<file path="src/inc/sxsa_pkg.sv">
package sxsa_pkg;

    // Datapath widths.
    localparam int DATA_W = 8;
    localparam int ADDR_W = 7;
    localparam int NIB_W  = 4;
    localparam int OP_W   = 3;

    // Operation codes on the operation port.
    localparam logic [OP_W-1:0] OP_SUB_ACC_FROM_LITERAL = 3'h0;
    localparam logic [OP_W-1:0] OP_SUB_ACC_FROM_FILE    = 3'h1;
    localparam logic [OP_W-1:0] OP_XOR_LITERAL_ACC      = 3'h2;
    localparam logic [OP_W-1:0] OP_XOR_ACC_FILE         = 3'h3;
    localparam logic [OP_W-1:0] OP_SWAP_FILE_NIBBLES    = 3'h4;

    // Destination select values.
    localparam logic DEST_ACC  = 1'b0;
    localparam logic DEST_FILE = 1'b1;

    // Reset values of the architectural state.
    localparam logic [DATA_W-1:0] ACC_RESET  = 8'h00;
    localparam logic [ADDR_W-1:0] ADDR_RESET = 7'h00;
    localparam logic              FLAG_RESET = 1'b0;

endpackage

</file>
<file path="src/design/sxsa_unit.sv">
`timescale 1ns/1ps
`default_nettype none

// Combinational operation unit: result, flags and which flags the operation touches.
module sxsa_unit #(
    parameter int DATA_W = sxsa_pkg::DATA_W,
    parameter int NIB_W  = sxsa_pkg::NIB_W
) (
    // Operation and operands.
    input  wire logic [sxsa_pkg::OP_W-1:0] op,
    input  wire logic [DATA_W-1:0]         acc,
    input  wire logic [DATA_W-1:0]         literal,
    input  wire logic [DATA_W-1:0]         file_data,
    // Results.
    output logic [DATA_W-1:0]              result,
    output logic                           carry,
    output logic                           digit_carry,
    output logic                           zero,
    output logic                           upd_carry,
    output logic                           upd_zero,
    output logic                           legal
);

    logic [DATA_W-1:0] minuend;   // Literal or file value, the side the accumulator is taken from.
    logic [DATA_W:0]   diff_wide; // One extra bit holds the borrow out.
    logic [NIB_W:0]    diff_low;  // Low nibble difference with its borrow.
    logic [DATA_W-1:0] swapped;   // File value with its nibbles exchanged.

    // Nibble exchange, one assignment per bit.
    genvar gi;
    generate
        for (gi = 0; gi < DATA_W; gi++) begin : g_swap
            assign swapped[gi] = file_data[(gi + NIB_W) % DATA_W];
        end
    endgenerate

    // Borrow logic is shared by both subtract flavours; only the minuend differs.
    always_comb begin
        minuend     = (op == sxsa_pkg::OP_SUB_ACC_FROM_LITERAL) ? literal : file_data;
        diff_wide   = {1'b0, minuend} - {1'b0, acc};
        diff_low    = {1'b0, minuend[NIB_W-1:0]} - {1'b0, acc[NIB_W-1:0]};
        result      = acc;
        upd_carry   = 1'b0;
        upd_zero    = 1'b0;
        legal       = 1'b1;
        // Carry means no borrow: the accumulator did not exceed the other operand.
        carry       = ~diff_wide[DATA_W];
        digit_carry = ~diff_low[NIB_W];
        case (op)
            sxsa_pkg::OP_SUB_ACC_FROM_LITERAL,
            sxsa_pkg::OP_SUB_ACC_FROM_FILE: begin
                result    = diff_wide[DATA_W-1:0];
                upd_carry = 1'b1;
                upd_zero  = 1'b1;
            end
            sxsa_pkg::OP_XOR_LITERAL_ACC: begin
                result   = acc ^ literal;
                upd_zero = 1'b1;
            end
            sxsa_pkg::OP_XOR_ACC_FILE: begin
                result   = acc ^ file_data;
                upd_zero = 1'b1;
            end
            sxsa_pkg::OP_SWAP_FILE_NIBBLES: begin
                result = swapped;
            end
            default: begin
                // Unknown codes do nothing at all.
                legal = 1'b0;
            end
        endcase
        zero = (result == '0);
    end

endmodule

`default_nettype wire

</file>
<file path="src/design/sxsa_alu.sv">
`timescale 1ns/1ps
`default_nettype none

module sxsa_alu #(
    parameter int DATA_W = sxsa_pkg::DATA_W,
    parameter int ADDR_W = sxsa_pkg::ADDR_W
) (
    // Clock, reset and clock enable.
    input  wire logic                      CLK,
    input  wire logic                      RESET_N,
    input  wire logic                      CE,
    // Operation request from the core sequencer.
    input  wire logic                      OP_VALID,
    input  wire logic [sxsa_pkg::OP_W-1:0] OP_CODE,
    input  wire logic [DATA_W-1:0]         LITERAL,
    input  wire logic [ADDR_W-1:0]         FILE_ADDR,
    input  wire logic                      DEST_SEL,
    input  wire logic [DATA_W-1:0]         FILE_RDATA,
    // Direct accumulator load.
    input  wire logic                      ACC_LOAD,
    input  wire logic [DATA_W-1:0]         ACC_LOAD_DATA,
    // Architectural state.
    output logic [DATA_W-1:0]              ACC,
    output logic                           CARRY,
    output logic                           DIGIT_CARRY,
    output logic                           ZERO,
    // Register file write port.
    output logic                           FILE_WE,
    output logic [ADDR_W-1:0]              FILE_WADDR,
    output logic [DATA_W-1:0]              FILE_WDATA,
    // Completion strobe.
    output logic                           DONE
);

    // Registered state and its next values.
    logic [DATA_W-1:0] acc_reg, acc_next;
    logic              c_reg, c_next;
    logic              digc_reg, digc_next;
    logic              z_reg, z_next;
    logic              we_reg, we_next;
    logic [ADDR_W-1:0] waddr_reg, waddr_next;
    logic [DATA_W-1:0] wdata_reg, wdata_next;
    logic              done_reg, done_next;

    // Operation unit outputs.
    logic [DATA_W-1:0] u_result;
    logic              u_carry;
    logic              u_digc;
    logic              u_zero;
    logic              u_upd_carry;
    logic              u_upd_zero;
    logic              u_legal;

    // An operation is taken only on an enabled cycle with a legal code.
    logic fire;
    logic to_file;

    sxsa_unit #(
        .DATA_W (DATA_W),
        .NIB_W  (sxsa_pkg::NIB_W)
    ) u_unit (
        .op          (OP_CODE),
        .acc         (acc_reg),
        .literal     (LITERAL),
        .file_data   (FILE_RDATA),
        .result      (u_result),
        .carry       (u_carry),
        .digit_carry (u_digc),
        .zero        (u_zero),
        .upd_carry   (u_upd_carry),
        .upd_zero    (u_upd_zero),
        .legal       (u_legal)
    );

    // Next-state computation. Literal ops always land in the accumulator,
    // whatever the destination select says, since they have no file operand.
    always_comb begin
        fire       = CE && OP_VALID && u_legal;
        to_file    = (DEST_SEL == sxsa_pkg::DEST_FILE)
                     && (OP_CODE != sxsa_pkg::OP_SUB_ACC_FROM_LITERAL)
                     && (OP_CODE != sxsa_pkg::OP_XOR_LITERAL_ACC);
        acc_next   = acc_reg;
        c_next     = c_reg;
        digc_next  = digc_reg;
        z_next     = z_reg;
        we_next    = 1'b0;
        waddr_next = waddr_reg;
        wdata_next = wdata_reg;
        done_next  = 1'b0;
        if (fire) begin
            done_next = 1'b1;
            // Destination select picks accumulator or file write.
            if (to_file) begin
                we_next    = 1'b1;
                waddr_next = FILE_ADDR;
                wdata_next = u_result;
            end else begin
                acc_next = u_result;
            end
            // Flags move only for the operations that own them; swap leaves all alone.
            if (u_upd_carry) begin
                c_next  = u_carry;
                digc_next = u_digc;
            end
            if (u_upd_zero) begin
                z_next = u_zero;
            end
        end else if (CE && ACC_LOAD) begin
            // A direct load that collides with a taken operation is dropped; the operation wins.
            acc_next = ACC_LOAD_DATA;
        end else if (!CE) begin
            // Strobes hold while frozen so no pulse is lost or doubled.
            we_next   = we_reg;
            done_next = done_reg;
        end
    end

    // State registers; synchronous reset to package constants.
    always_ff @(posedge CLK) begin
        if (!RESET_N) begin
            acc_reg   <= sxsa_pkg::ACC_RESET;
            c_reg     <= sxsa_pkg::FLAG_RESET;
            digc_reg  <= sxsa_pkg::FLAG_RESET;
            z_reg     <= sxsa_pkg::FLAG_RESET;
            we_reg    <= 1'b0;
            waddr_reg <= sxsa_pkg::ADDR_RESET;
            wdata_reg <= sxsa_pkg::ACC_RESET;
            done_reg  <= 1'b0;
        end else begin
            acc_reg   <= acc_next;
            c_reg     <= c_next;
            digc_reg  <= digc_next;
            z_reg     <= z_next;
            we_reg    <= we_next;
            waddr_reg <= waddr_next;
            wdata_reg <= wdata_next;
            done_reg  <= done_next;
        end
    end

    // Outputs straight from flip-flops.
    assign ACC         = acc_reg;
    assign CARRY       = c_reg;
    assign DIGIT_CARRY = digc_reg;
    assign ZERO        = z_reg;
    assign FILE_WE     = we_reg;
    assign FILE_WADDR  = waddr_reg;
    assign FILE_WDATA  = wdata_reg;
    assign DONE        = done_reg;

    // Helper: the value the last operation actually wrote, wherever it went.
    logic [DATA_W-1:0] written;
    assign written = FILE_WE ? FILE_WDATA : ACC;
endmodule

`default_nettype wire

</file>
<file path="config.mk">
export PLATFORM = sky130hd
export DESIGN_NAME = sxsa_alu
export DESIGN_NICKNAME = d
export VERILOG_FILES = /design/src/inc/sxsa_pkg.sv /design/src/design/sxsa_unit.sv /design/src/design/sxsa_alu.sv
export SDC_FILE = /design/constraint.sdc
export NUM_CORES = 1
export LEC_CHECK = 0
export BUFFER_PORTS_ARGS = -buffer_cell sky130_fd_sc_hd__buf_4
export CORE_UTILIZATION = 36
export DETAILED_ROUTE_END_ITERATION = 8
export PLACE_DENSITY = 0.71
export SLEW_MARGIN = 15
export SYNTH_ARGS = -nofsm -noshare
export SYNTH_HDL_FRONTEND = slang
export SYNTH_SLANG_ARGS = --single-unit
export TNS_END_PERCENT = 10
</file>
<file path="constraint.sdc">
create_clock -name CLK -period 9.5 [get_ports CLK]
set_input_delay 1.425 -clock CLK [delete_from_list [all_inputs] [get_ports CLK]]
set_output_delay 1.425 -clock CLK [all_outputs]
set_load 0.1 [all_outputs]
</file>
==> impl_metrics.json <==
{
  "status": "complete, no violations",
  "initial_core_util_pct": 38.0,
  "drive_gt1_share_pct": 28.7,
  "syn_area_mm2": 0.00213,
  "peakVddDrop_mv": 0.0924,
  "min_period_ns": 4.43,
  "n_antenna_cell": 0,
  "clockRootBuffer": "clkbuf_8",
  "grt_use_total_pct": 19.6,
  "power_uw": 368,
  "r2r-start": "ACC[0]",
  "clock_skew_ns": 0.00600,
  "wl_met1_mm": 2.69,
  "worstSkewPairLatency_ns": 0.28,
  "die_area_mm2": 0.00624,
  "highest-signal-layer": "met4",
  "die_w_um": 79.0,
  "path_clk_slew_ns": 0.10,
  "dp_hpwl_mm": 4.71,
  "cts_buffer_depth": 2,
  "hold_viol_final": 0,
  "gp_congestion": 0.901,
  "synth_edf_count": 0,
  "synth_seq_cells": 28,
  "rsz0062_at_grt": "false",
  "dr.pass1.iters": 6,
  "crit_chain": "buf_4, or2_1, nor2_2, mux2i_1, ha_1, inv_1, fa_1, and3_1, or3_1, nand3_1, a32oi_1, nand4b_1, o41ai_2",
  "overflow": 0,
  "vias": 2190,
  "numPortBuffers": 67,
  "wl_met3_um": 466,
  "die_y_um": 79.0,
  "core_mm2": 0.00561,
  "max-cap-violations": 0,
  "grt_max_degree": 28,
  "syn_nets": 313,
  "fillers": 578,
  "cts_setup_buffers": 0,
  "fmax_mhz": 226,
  "final_common_cell": "buf_4",
  "drt-wirelength-per-cell_um": 15.4,
  "critical_path_buf_inv_count": 2,
  "worst_pin_slew_ns": 0.873,
  "leakagePower_uw": 0.00109,
  "grt_antenna_before_repair": 0,
  "worstSetupStartpoint": "OP_CODE[2]",
  "syn_avg_cell_area_um2": 8.11,
  "powerDensity_mw_per_mm2": 136,
  "required_ns": 9.68,
  "crit_slowest_cell": "fa_1",
  "cp_slowest_stage_delay_ns": 0.42,
  "clock-sinks": 28,
  "ios": 68,
  "rows": 27,
  "routed_via_density": 5.57,
  "ys_types": 60,
  "post-place-cells": 389,
  "post_cts_resized": 0,
  "wl_met2_mm": 2.87,
  "cts_buffers": 3,
  "grt_pass1_wl_mm": 9.87,
  "setup_viol": 0,
  "grt_pass1_vias": 2033,
  "htree_levels": 1,
  "hold_class": "reg2reg",
  "critical_path_peak_fanout": 27,
  "ant_nets": 0,
  "drtIter0Drc": 161,
  "critPathTopFamily": "simple AND/OR/NAND/NOR gates",
  "hp-start": "FILE_WADDR[6]",
  "critPathCaptureType": "register",
  "wirelength_mm": 6.07,
  "slew_headroom_pct": 41.6,
  "finalCritPeriodShare_pct": 46.6,
  "yosysSeqAreaShare_pct": 26.3,
  "timing.final.ws_setup_ns": 5.07,
  "cts_tree": "done",
  "hold_buffers": 0,
  "syn_to_final_growth_pct": 26.9,
  "crit_path_start_kind": "input pin",
  "drv_slew": 0,
  "synth_ff_type": "dfxtp_1",
  "post_layout_nonfiller_instances": 393,
  "cp.arrival_ns": 4.61,
  "mostFrequentLayoutCells": "buf_4 (67), nand2_1 (36), a21oi_1 (31)",
  "nNetsFinal": 372,
  "route.detailed.drc": 0,
  "async_flop_share_pct": 0,
  "tns_ns": 0,
  "path_class": "in2reg",
  "place_ws_ns": 4.82,
  "yosysWarnings": 0,
  "syn_inst": 263
}
-- final timing paths --
path,to,slack (ns),cells past startpoint
max reg2reg,ZERO,6.90,9
min,FILE_WADDR[6],0.46,2
min reg2reg,FILE_WADDR[6],0.46,2
max,ZERO,5.07,13
-- Yosys cell counts, types with 4 or more instances --
library cell | count | share of area (%)
or3_1 | 4 | 1.2
dfxtp_1 | 28 | 26
mux2i_1 | 9 | 4.2
a211oi_1 | 4 | 1.4
buf_6 | 5 | 2.6
o21ai_0 | 4 | 0.94
nand2_1 | 36 | 6.3
a21oi_1 | 31 | 7.3
mux2_2 | 7 | 3.7
xnor2_1 | 9 | 3.7
nand3_1 | 5 | 1.2
clkbuf_1 | 5 | 0.88
ha_1 | 9 | 5.3
o211ai_1 | 4 | 1.4
nor2_1 | 21 | 3.7
inv_1 | 9 | 1.6
o21a_1 | 5 | 1.8
-- worst reg2reg max path, stage by stage (launching register included) --
cell	delay [ns]
dfxtp_1	0.50
ha_1	0.21
inv_1	0.05
fa_1	0.42
and3_1	0.23
or3_1	0.34
nand3_1	0.10
a32oi_1	0.14
nand4b_1	0.24
o41ai_2	0.29
-- registers in the layout, indices dropped and copies added, names as in the netlist --
register,flops
ACC,8
CARRY,1
DIGIT_CARRY,1
DONE,1
FILE_WADDR,7
FILE_WDATA,8
FILE_WE,1
ZERO,1
-- layer usage --
metal  up-vias  global-route usage, %
met5         -                      0
met4         0                   2.73
met3         6                   3.45
met2        80                   32.8
met1      1026                   26.6
li1       1078                      -
-- final cells by class --
| cell class | count | area, um2 | share of cell area, % |
|---|---|---|---|
| Inverter | 10 | 37.5 | 1.39 |
| Clock inverter | 1 | 30.0 | 1.11 |
| Tap cell | 72 | 90.1 | 3.33 |
| Clock buffer | 3 | 41.3 | 1.52 |
| Sequential cell | 28 | 561 | 20.7 |
| Multi-Input combinational cell | 212 | 1450 | 53.4 |
| Timing Repair Buffer | 67 | 503 | 18.6 |
-- stage by stage --
step           hold WS (ns)  utilization (%)  area (um2)
6_report              0.460             48.3        2710
5_1_grt               0.486             48.3        2710
4_1_cts               0.462             48.3        2710
3_5_place_dp          0.447             47.0        2640
3_3_place_gp          0.443             47.0        2640
2_1_floorplan         0.883                -        2130
-- where the power goes --
group | leakage [uW] | total [uW] | switching, uW | internal [uW]
Sequential | 0.000228 | 128 | 5.83 | 122
Clock | 0.0000357 | 94.8 | 38.4 | 56.4
Combinational | 0.000825 | 145 | 94.0 | 50.8
-- logic make-up after synthesis --
family,synth area share [%]
buffers and inverters,5.98
multiplexers,7.92
adder cells (fa/ha/maj),6.22
AND/OR/NAND/NOR,20.6
AO/OA/AOI/OAI,28.4
XOR/XNOR,4.52
flip-flops,26.3
(Power assumes the default switching activity.)
